--- src/lpddr_defs.svh ---
`ifndef LPDDR_DEFS_SVH
`define LPDDR_DEFS_SVH

// core clock period and time-to-cycle conversion, least times round up
`define CLK_PERIOD_PS     5000
`define NS_TO_CYC(ns)     ((((ns) * 1000) + `CLK_PERIOD_PS - 1) / `CLK_PERIOD_PS)

// array timing, figures in ns
`define MIN_ACTIVATE_TO_PRECHARGE_NS           42
`define TWR_NS            15
`define TRP_NS            18
`define REFRESH_CYCLE_TIME_NS           72
`define MIN_ACTIVATE_TO_PRECHARGE_CYC          `NS_TO_CYC(`MIN_ACTIVATE_TO_PRECHARGE_NS)
`define TWR_CYC           `NS_TO_CYC(`TWR_NS)
`define TRP_CYC           `NS_TO_CYC(`TRP_NS)
`define REFRESH_CYCLE_TIME_CYC          `NS_TO_CYC(`REFRESH_CYCLE_TIME_NS)

// geometry
`define BANKS             4
`define BANK_W            2
`define DATA_W            8
`define CNT_W             6
`define REF_ADDR_W        12

// command pin codes {ras_n, cas_n, we_n}
`define CODE_ACT          3'h3
`define CODE_READ         3'h5
`define CODE_WRITE        3'h4
`define CODE_PRE          3'h2
`define CODE_REF          3'h1
`define CODE_MODE         3'h0

// mode register fields and bank selects for mode programming
`define BL_CODE_2         3'h1
`define BL_CODE_4         3'h2
`define BL_CODE_8         3'h3
`define BEATS_2           4'h2
`define BEATS_4           4'h4
`define BEATS_8           4'h8
`define MODE_BANK         2'h0
`define EXT_MODE_BANK     2'h2

`endif

--- src/lpddr_pkg.sv ---
`default_nettype none
package lpddr_pkg;
`include "lpddr_defs.svh"

   // pin group as seen at the die
   typedef struct packed {
      logic                ck;
      logic                cke;
      logic                cs_n;
      logic                ras_n;
      logic                cas_n;
      logic                we_n;
      logic                auto_precharge_select;
      logic [`BANK_W-1:0]  bank;
      logic [2:0]          addr_low;
      logic                dqs;
      logic                write_byte_mask;
      logic [`DATA_W-1:0]  data;
   } pin_bus_t;

   typedef enum {ST_AWAKE, ST_SELF_REFRESH, ST_POWER_DOWN} power_state_t;

   typedef enum {CMD_NOP, CMD_ACT, CMD_READ, CMD_WRITE, CMD_PRE,
                 CMD_REF, CMD_SREF, CMD_MODE} cmd_t;

   typedef logic [`CNT_W-1:0] cnt_t;
   typedef logic [3:0]        beats_t;

endpackage : lpddr_pkg
`default_nettype wire

--- src/lpddr_cmd_power_state_logic.sv ---
`timescale 1ns/10ps
`default_nettype none
`include "lpddr_defs.svh"

module lpddr_cmd_power_state_logic
   import lpddr_pkg::*;
(
   input  wire logic                   core_clk_in,
   input  wire logic                   reset_in,
   input  wire logic                   clk_en_in,
   input  wire pin_bus_t               pins_in,
   output logic                        beat_write_out,
   output logic [`DATA_W-1:0]          beat_data_out,
   output logic [`BANKS-1:0]           bank_open_out,
   output logic [`BANKS-1:0]           precharging_out,
   output logic                        refresh_busy_out,
   output logic [`REF_ADDR_W-1:0]      refresh_addr_out,
   output logic                        self_refresh_out,
   output logic                        power_down_out,
   output logic                        receivers_on_out,
   output logic                        internal_clk_on_out,
   output logic                        modes_ready_out
);

   pin_bus_t          pin_now;
   pin_bus_t          pin_prev;
   power_state_t      st_q;
   cmd_t              cmd;
   logic              ck_rise;
   logic              dqs_edge;
   logic              issue;
   logic              issue_rw;
   logic              cke_was_q;
   logic [2:0]        mode_q;
   logic [2:0]        ext_mode_q;
   logic              mode_set_q;
   logic              ext_set_q;
   beats_t            wr_left_q;
   logic [`BANK_W-1:0] wr_bank_q;
   logic              wr_ap_q;
   logic              wr_done;
   logic [`BANKS-1:0] rd_ap_q;
   logic [`BANKS-1:0] wr_rec_q;
   logic [`BANKS-1:0] ap_start;
   cnt_t              ras_cnt_q [`BANKS];
   cnt_t              twr_cnt_q [`BANKS];
   cnt_t              pre_cnt_q [`BANKS];
   beats_t            rd_edges_q [`BANKS];
   cnt_t              rfc_cnt_q;

   // burst length setting to beats per burst
   function automatic beats_t bl_beats(input logic [2:0] code);
      case (code)
         `BL_CODE_2: bl_beats = `BEATS_2;
         `BL_CODE_4: bl_beats = `BEATS_4;
         `BL_CODE_8: bl_beats = `BEATS_8;
         default:    bl_beats = `BEATS_4;
      endcase
   endfunction : bl_beats

   // command decode at a clock rising edge
   function automatic cmd_t decode_cmd(input pin_bus_t p, input logic cke_was);
      decode_cmd = CMD_NOP;
      if (cke_was && !p.cs_n) begin
         case ({p.ras_n, p.cas_n, p.we_n})
            `CODE_ACT:   decode_cmd = CMD_ACT;
            `CODE_READ:  decode_cmd = CMD_READ;
            `CODE_WRITE: decode_cmd = CMD_WRITE;
            `CODE_PRE:   decode_cmd = CMD_PRE;
            `CODE_REF:   decode_cmd = p.cke ? CMD_REF : CMD_SREF;
            `CODE_MODE:  decode_cmd = CMD_MODE;
            default:     decode_cmd = CMD_NOP;
         endcase
      end
   endfunction : decode_cmd

   pin_sync u_sync (
      .core_clk_in (core_clk_in),
      .reset_in    (reset_in),
      .clk_en_in   (clk_en_in),
      .pins_in     (pins_in),
      .now_out     (pin_now),
      .prev_out    (pin_prev)
   );

   // edges of the sampled link clock and strobe
   assign ck_rise  = pin_now.ck & ~pin_prev.ck;
   assign dqs_edge = pin_now.dqs ^ pin_prev.dqs;
   assign cmd      = decode_cmd(pin_now, cke_was_q);
   assign issue    = ck_rise && (st_q == ST_AWAKE);
   assign issue_rw = issue && modes_ready_out;
   assign wr_done  = dqs_edge && (wr_left_q == 4'h1) && wr_ap_q;

   // clock enable as seen at the previous clock edge
   always_ff @(posedge core_clk_in) begin
      if (reset_in)
         cke_was_q <= 1'b0;
      else if (clk_en_in && ck_rise)
         cke_was_q <= pin_now.cke;
   end

   // power state: self refresh, power down, awake
   always_ff @(posedge core_clk_in) begin
      if (reset_in) begin
         st_q                <= ST_AWAKE;
         receivers_on_out    <= 1'b1;
         internal_clk_on_out <= 1'b1;
         self_refresh_out    <= 1'b0;
         power_down_out      <= 1'b0;
      end else if (clk_en_in) begin
         case (st_q)
            ST_AWAKE: begin
               if (ck_rise && cke_was_q && !pin_now.cke) begin
                  receivers_on_out <= 1'b0;
                  if (cmd == CMD_SREF) begin
                     st_q                <= ST_SELF_REFRESH;
                     internal_clk_on_out <= 1'b0;
                     self_refresh_out    <= 1'b1;
                  end else begin
                     st_q           <= ST_POWER_DOWN;
                     power_down_out <= 1'b1;
                  end
               end
            end
            ST_SELF_REFRESH, ST_POWER_DOWN: begin
               if (pin_now.cke) begin
                  st_q                <= ST_AWAKE;
                  receivers_on_out    <= 1'b1;
                  internal_clk_on_out <= 1'b1;
                  self_refresh_out    <= 1'b0;
                  power_down_out      <= 1'b0;
               end
            end
            default: st_q <= ST_AWAKE;
         endcase
      end
   end

   // mode registers keep no reset value, only their programmed flags
   always_ff @(posedge core_clk_in) begin
      if (clk_en_in && issue && cmd == CMD_MODE) begin
         if (pin_now.bank == `MODE_BANK)
            mode_q <= pin_now.addr_low;
         if (pin_now.bank == `EXT_MODE_BANK)
            ext_mode_q <= pin_now.addr_low;
      end
   end

   always_ff @(posedge core_clk_in) begin
      if (reset_in) begin
         mode_set_q      <= 1'b0;
         ext_set_q       <= 1'b0;
         modes_ready_out <= 1'b0;
      end else if (clk_en_in) begin
         if (issue && cmd == CMD_MODE && pin_now.bank == `MODE_BANK)
            mode_set_q <= 1'b1;
         if (issue && cmd == CMD_MODE && pin_now.bank == `EXT_MODE_BANK)
            ext_set_q <= 1'b1;
         modes_ready_out <= mode_set_q && ext_set_q;
      end
   end

   // write burst: beats counted on strobe edges, masked ones dropped
   always_ff @(posedge core_clk_in) begin
      if (reset_in) begin
         wr_left_q      <= '0;
         wr_bank_q      <= '0;
         wr_ap_q        <= 1'b0;
         beat_write_out <= 1'b0;
         beat_data_out  <= '0;
      end else if (clk_en_in) begin
         beat_write_out <= 1'b0;
         if (issue_rw && cmd == CMD_WRITE) begin
            wr_left_q <= bl_beats(mode_q);
            wr_bank_q <= pin_now.bank;
            wr_ap_q   <= pin_now.auto_precharge_select;
         end else if (dqs_edge && wr_left_q != '0) begin
            wr_left_q <= wr_left_q - 4'h1;
            if (!pin_now.write_byte_mask) begin
               beat_write_out <= 1'b1;
               beat_data_out  <= pin_now.data;
            end
         end
      end
   end

   // auto-precharge start: read after half a burst, write after recovery
   always_comb begin
      for (int b = 0; b < `BANKS; b++) begin
         ap_start[b] = (ras_cnt_q[b] == '0) &&
                       ((rd_ap_q[b] && rd_edges_q[b] == '0) ||
                        (wr_rec_q[b] && twr_cnt_q[b] == '0));
      end
   end

   // per-bank row, auto-precharge and precharge timing
   always_ff @(posedge core_clk_in) begin
      if (reset_in) begin
         bank_open_out   <= '0;
         precharging_out <= '0;
         rd_ap_q         <= '0;
         wr_rec_q        <= '0;
         for (int b = 0; b < `BANKS; b++) begin
            ras_cnt_q[b]  <= '0;
            twr_cnt_q[b]  <= '0;
            pre_cnt_q[b]  <= '0;
            rd_edges_q[b] <= '0;
         end
      end else if (clk_en_in) begin
         for (int b = 0; b < `BANKS; b++) begin
            if (ras_cnt_q[b] != '0)
               ras_cnt_q[b] <= ras_cnt_q[b] - cnt_t'(1);
            if (twr_cnt_q[b] != '0)
               twr_cnt_q[b] <= twr_cnt_q[b] - cnt_t'(1);
            if (ck_rise && rd_edges_q[b] != '0)
               rd_edges_q[b] <= rd_edges_q[b] - 4'h1;
            if (pre_cnt_q[b] != '0)
               pre_cnt_q[b] <= pre_cnt_q[b] - cnt_t'(1);
            if (pre_cnt_q[b] <= cnt_t'(1))
               precharging_out[b] <= 1'b0;
            if (issue_rw && cmd == CMD_ACT && pin_now.bank == b) begin
               bank_open_out[b] <= 1'b1;
               ras_cnt_q[b]     <= cnt_t'(`MIN_ACTIVATE_TO_PRECHARGE_CYC);
            end
            if (issue_rw && cmd == CMD_READ && pin_now.bank == b &&
                pin_now.auto_precharge_select) begin
               rd_ap_q[b]    <= 1'b1;
               rd_edges_q[b] <= bl_beats(mode_q) >> 1;
            end
            if (wr_done && wr_bank_q == b) begin
               wr_rec_q[b]  <= 1'b1;
               twr_cnt_q[b] <= cnt_t'(`TWR_CYC);
            end
            if (ap_start[b] || (issue && cmd == CMD_PRE &&
                (pin_now.auto_precharge_select || pin_now.bank == b))) begin
               bank_open_out[b]   <= 1'b0;
               rd_ap_q[b]         <= 1'b0;
               wr_rec_q[b]        <= 1'b0;
               precharging_out[b] <= 1'b1;
               pre_cnt_q[b]       <= cnt_t'(`TRP_CYC);
            end
            if (issue && cmd == CMD_REF) begin
               bank_open_out[b] <= 1'b0;
               rd_ap_q[b]       <= 1'b0;
               wr_rec_q[b]      <= 1'b0;
            end
         end
      end
   end

   // refresh address counter and refresh cycle busy
   always_ff @(posedge core_clk_in) begin
      if (reset_in) begin
         rfc_cnt_q        <= '0;
         refresh_busy_out <= 1'b0;
         refresh_addr_out <= '0;
      end else if (clk_en_in) begin
         if (issue && (cmd == CMD_REF || cmd == CMD_SREF))
            refresh_addr_out <= refresh_addr_out + 1'b1;
         if (issue && cmd == CMD_REF) begin
            rfc_cnt_q        <= cnt_t'(`REFRESH_CYCLE_TIME_CYC);
            refresh_busy_out <= 1'b1;
         end else begin
            if (rfc_cnt_q != '0)
               rfc_cnt_q <= rfc_cnt_q - cnt_t'(1);
            if (rfc_cnt_q <= cnt_t'(1))
               refresh_busy_out <= 1'b0;
         end
      end
   end
endmodule : lpddr_cmd_power_state_logic

`default_nettype wire

--- src/pin_sync.sv ---
`timescale 1ns/10ps
`default_nettype none

module pin_sync
   import lpddr_pkg::*;
(
   input  wire logic     core_clk_in,
   input  wire logic     reset_in,
   input  wire logic     clk_en_in,
   input  wire pin_bus_t pins_in,
   output pin_bus_t      now_out,
   output pin_bus_t      prev_out
);

   pin_bus_t meta_q;

   // two-flop synchroniser plus one stage for edge finding
   always_ff @(posedge core_clk_in) begin
      if (reset_in) begin
         meta_q   <= '0;
         now_out  <= '0;
         prev_out <= '0;
      end else if (clk_en_in) begin
         meta_q   <= pins_in;
         now_out  <= meta_q;
         prev_out <= now_out;
      end
   end

endmodule : pin_sync

`default_nettype wire

--- config.mk ---
export PLATFORM = sky130hd
export DESIGN_NAME = lpddr_cmd_power_state_logic
export DESIGN_NICKNAME = d
export VERILOG_FILES = /design/src/lpddr_pkg.sv /design/src/lpddr_cmd_power_state_logic.sv /design/src/pin_sync.sv
export VERILOG_INCLUDE_DIRS = /design/src
export SDC_FILE = /design/constraint.sdc
export NUM_CORES = 1
export LEC_CHECK = 0
export BUFFER_PORTS_ARGS = -buffer_cell sky130_fd_sc_hd__buf_2
export CAP_MARGIN = 10
export CORE_MARGIN = 5
export CORE_UTILIZATION = 62
export DETAILED_ROUTE_END_ITERATION = 7
export PLACE_DENSITY_LB_ADDON = 0.2
export SYNTH_ARGS = -nofsm -noshare
export SYNTH_HDL_FRONTEND = slang
export SYNTH_HIERARCHICAL = 1
export SYNTH_SLANG_ARGS = --single-unit
--- constraint.sdc ---
create_clock -name core_clk_in -period 2.7 [get_ports core_clk_in]
set_clock_uncertainty 0.05 [all_clocks]
set_input_delay 0.135 -clock core_clk_in [delete_from_list [all_inputs] [get_ports core_clk_in]]
set_output_delay 0.135 -clock core_clk_in [all_outputs]
set_load 0.05 [all_outputs]
Word level (Yosys, flattened, before mapping)
Memories as Yosys holds them, arrays and structs flattened.
Index checks and enable logic that the tools add are counted.

operators by class
  reduce and logical (&&, ||, !) cells = 157
  multiplexer cells = 248
  equal/unequal tests = 27
  add/sub/neg operators = 19
  magnitude comparators = 5
  bitwise logic cells = 37

operators with widths
  cell                 count
  $mux 1               188
  $mux 6               26
  $eq 32x4->1 const B  4
  $mux 32              3
  $mux 4               22
  $reduce_bool 6->1    13
  $sub 6x1->6 const B  13
  $eq 32x2->1 const B  2
  $eq 32x3->1 const B  2
  $logic_not 32->1     2
  $pmux 32 s2          1
  $logic_and 1x1->1    57
  $logic_not 6->1      8
  $reduce_and 2->1     24
  $reduce_bool 3->1    12
  $eq 32x1->1 const B  1
  $or 1x1->1           32
  $le 6x1->1 const B   5
  $reduce_bool 4->1    5
  $sub 4x1->4 const B  5
  $pmux 3 s6           1
  $logic_not 4->1      4
  $reduce_bool 2->1    8
  $logic_or 1x1->1     13
  other kinds (22)     42

storage, ports and cells
  memories kept = 4
  bits in writable memories = 88
  bits in registers = 140
  output and inout port bits = 35

memory list
  name        words  width  rd ports  clocked after Yosys merged registers in  wr ports  line                               RTL
  pre_cnt_q   4      6      4         0                                        4         lpddr_cmd_power_state_logic.sv:47  cnt_t pre_cnt_q [`BANKS];
  ras_cnt_q   4      6      4         0                                        4         lpddr_cmd_power_state_logic.sv:45  cnt_t ras_cnt_q [`BANKS];
  twr_cnt_q   4      6      4         0                                        4         lpddr_cmd_power_state_logic.sv:46  cnt_t twr_cnt_q [`BANKS];
  rd_edges_q  4      4      4         0                                        4         lpddr_cmd_power_state_logic.sv:48  beats_t rd_edges_q [`BANKS];

Depth between registers and ports, before layout
  depth after elaboration = 12
  gate-level depth with buffers = 7
  mapped depth without buffers = 6

Modules after synthesis
The synthesis kept the hierarchy.

by module, submodules not included
  module                       times used  area an instance (um2)  cells an instance
  lpddr_cmd_power_state_logic  1           8209.1                  841
  pin_sync                     1           2387.3                  213

Worst setup path after synthesis
No wires, ideal clock.

  kind = reg-to-reg
  start point = memory ras_cnt_q[3][0] in the netlist's numbering
  end point = memory pre_cnt_q[3][0] in the netlist's numbering, enable pin
  path slack = 0.472 ns
  path buffers = 1
  arrival time = 1.806 ns
  stages on the path, launching flop included = 8
  cells stage by stage = edfxtp_1 -> inv_1 -> ha_1 -> nand2b_1 -> or4_1 -> clkbuf_1 -> or2_1 -> a31oi_1

RTL lines
  what             line
  start, declared  lpddr_cmd_power_state_logic.sv:45
  end, declared    lpddr_cmd_power_state_logic.sv:47

Worst setup path in the final report
  start point = register st_q[0]
  end point = register refresh_addr_out[6]

between the ends
  cells in the longest elaborated chain, start to end = 4

ends and longest elaborated chain
  what                        line                                RTL
  start, declared             lpddr_cmd_power_state_logic.sv:27   power_state_t st_q;
  start signal, assigned      lpddr_cmd_power_state_logic.sv:105  st_q <= ST_AWAKE;
  start signal, assigned      lpddr_cmd_power_state_logic.sv:116  st_q <= ST_SELF_REFRESH;
  start signal, assigned      lpddr_cmd_power_state_logic.sv:120  st_q <= ST_POWER_DOWN;
  $logic_not 32->1            lpddr_cmd_power_state_logic.sv:90   assign issue = ck_rise && (st_q == ST_AWAKE);
  $logic_and 1x1->1           lpddr_cmd_power_state_logic.sv:90
  $logic_and 1x1->1           lpddr_cmd_power_state_logic.sv:258  if (issue && (cmd == CMD_REF || cmd == CMD_SREF))
  $reduce_and 2->1 (no line)  --
  end signal, assigned        lpddr_cmd_power_state_logic.sv:259  refresh_addr_out <= refresh_addr_out + 1'b1;
  end, declared               lpddr_cmd_power_state_logic.sv:17   output logic [`REF_ADDR_W-1:0] refresh_addr_out,

No other way between the ends.
A chain may end at the register's enable or synchronous reset.

==> metrics.yaml <==
critical_path:
  cp-startpoint: "st_q[0]"
  endpoint_kind: "register"
  reg2reg_to: "refresh_addr_out[6]"
  timing.rr.start: "st_q[0]"
  crit_arrival_ns: 2.68
  critPathMaxFanout: 15
  worstPathRequired_ns: 3.01
  crit_end: "refresh_addr_out[6]"
  worstSetupPathType: "reg -> reg"
  rrSetupSlack_ns: 0.33
  r2r_cells: 6
  start_kind: "register"
floorplanning:
  core_sq_mm: 0.0158
  die_h_um: 136
  start_util_pct: 62.9
  rows: 46
  die_area_sq_mm: 0.0186
  num_io_pins: 60
  die_w_um: 136
finish:
  instances_no_fill: 1294
  n_fill_cell: 1212
  syn_to_final_growth_pct: 12.1
  post-route-util_pct: 70.5
  nets: 1127
  drive_gt1_share_pct: 10.5
  n_antenna_cell: 0
route:
  drc_errors: 0
  routed_wl_um: 19800
  dr.pass1.iters: 5
  drtIter0Drc: 409
  via_count: 7366
  viasPerCell: 5.69
  final_antenna_net_count: 0
  post_drt_wl_per_cell_um: 15.3
logic_synthesis:
  syn_area_per_cell_sq_um: 9.98
  netlist_area_sq_mm: 0.00992
  synthesis.nets: 1056
  yosys_warnings: 6
  synth_cells: 994
sta:
  hold_violations: 0
  fin_setup_tns_ns: 0
  tightest_slew_ns: 0.805
  fmax_mhz: 422
  maxSlewHeadroom_pct: 45.8
  hold_slack_ns: 0.0886
  layout_min_cycle_time_ns: 2.37
  timing.final.crit_share_pct: 87.7
  rsz0062_at_grt: "no"
  setup_viol: 0
  report.final.slew_viol_count: 0
pwr:
  combPwrFrac_pct: 14.1
  total_power_uw: 7020
  power_frac_seq_pct: 50.6
  total_leakage_power_uw: 0.00440
  ir_worst_vdd_uv: 435
  power.density_mw_per_mm2: 631
  p_sw_share_pct: 27.6
  clkPwrFrac_pct: 35.3
  power.internal_uw: 5080
  switching_power_uw: 1940
global_routing:
  grt_usage_pct: 21.9
  grt_max_degree: 62
  first_global_vias: 6843
  antenna_found_initial: 0
  grt_overflow_total: 0
  grt_pass1_wl_um: 33100
cts:
  worstSkewPairLatency_ns: 0.44
  cts_tree: "done"
  htree_levels: 4
  cts_root_buf: "clkbuf_16"
  cts_post_setup_buffers_inserted: 0
  clkTransAtPathRegs_ns: 0.07
  cts_buffer_depth: 2
  numCtsBuffers: 17
  cts_num_sinks: 198
placement:
  gp_congestion: 0.861
  dp_cells: 1238
  hpwl_um: 13800
  port_buffers: 59
worst_hold_path:
  hp-class: "in -> reg"
flow_run:
  maxCapViolations: 0
run_status:
  status: "complete, no violations"
-- state kept, by name, summed over array words and instances (netlist names), 2 cells and up --
name	count
refresh_addr_out	12
rfc_cnt_q	6
wr_left_q	4
wr_rec_q	4
st_q	2
twr_cnt_q	24
beat_data_out	8
ras_cnt_q	24
u_sync/prev_out	2
u_sync/now_out	22
pre_cnt_q	24
u_sync/meta_q	22
rd_ap_q	4
mode_q	3
rd_edges_q	16
wr_bank_q	2
bank_open_out	4
precharging_out	4
-- cell type report --
cell class | instances | area (sq um) | share of cell area (%)
clock buffers | 18 | 450 | 4.05
well taps | 216 | 270 | 2.43
multi-input cells | 701 | 4590 | 41.2
clock inverters | 14 | 130 | 1.17
repair buffers | 92 | 608 | 5.47
inverters | 55 | 206 | 1.86
flip-flops and latches | 198 | 4870 | 43.8
-- metrics by stage --
step	instance area [sq um]	worst slack (ns)
after global routing	11100	0.165
after CTS	11100	0.210
after floorplan	9920	0.472
after global placement	10300	0.381
after detailed placement	10300	0.210
final	11100	0.331
-- worst min path at each step --
stage | startpoint | to | slack, ns | cells after the start
after floorplan | pins_in[0] | u_sync/meta_q[0] | 0.23 | 2
after global placement | pins_in[20] | u_sync/meta_q[20] | 0.32 | 3
after detailed placement | pins_in[0] | u_sync/meta_q[0] | 0.33 | 3
after CTS | clk_en_in | modes_ready_out | 0.08 | 3
after global routing | clk_en_in | rfc_cnt_q[2] | 0.1 | 3
final | clk_en_in | modes_ready_out | 0.09 | 3
-- critical path: stages, from the launching register on --
cell	delay (ns)
dfxtp_1	0.31
inv_1	0.06
ha_1	0.25
and3b_1	0.50
nand4_2	0.38
or4_1	0.60
a21oi_1	0.15
-- power groups by stage --
stage,registers (uW),logic (uW),clock network [uW]
3_5_place_dp,3620,949,0
2_1_floorplan,3570,799,0
5_1_grt,3580,1110,2650
3_3_place_gp,3610,928,0
4_1_cts,3550,987,2520
6_report,3550,990,2480
-- cells in the final DEF, fill, tap and decap left out, drive strengths merged, types with 12 or more instances in the layout --
cell / instances
a21oi: 40
buf: 68
clkbuf: 18
dfxtp: 107
dlygate4sd3: 24
edfxtp: 91
ha: 37
inv: 64
mux2i: 56
nand2: 66
nand2b: 25
nand3: 22
nand4: 16
nor2: 146
nor2b: 19
nor3: 28
nor4: 13
o21ai: 21
o22ai: 12
or3: 13
xnor2: 24
xor2: 34
-- per-layer routing --
| metal | vias to the layer above | wire, um | GRT usage, % |
|---|---|---|---|
| met3 | 35 | 871 | 3.75 |
| met4 | 0 | 380 | 7.39 |
| met5 | - | 0 | 0 |
| li1 | 3681 | - | - |
| met1 | 3488 | 9210 | 29.7 |
| met2 | 162 | 9360 | 35.9 |
-- timing repair --
action	in CTS	in global routing
hold buffers	24	0
setup endpoints to repair	0	6
hold endpoints to repair	35	0
gates resized for setup	0	1
(Power assumes the default switching activity.)
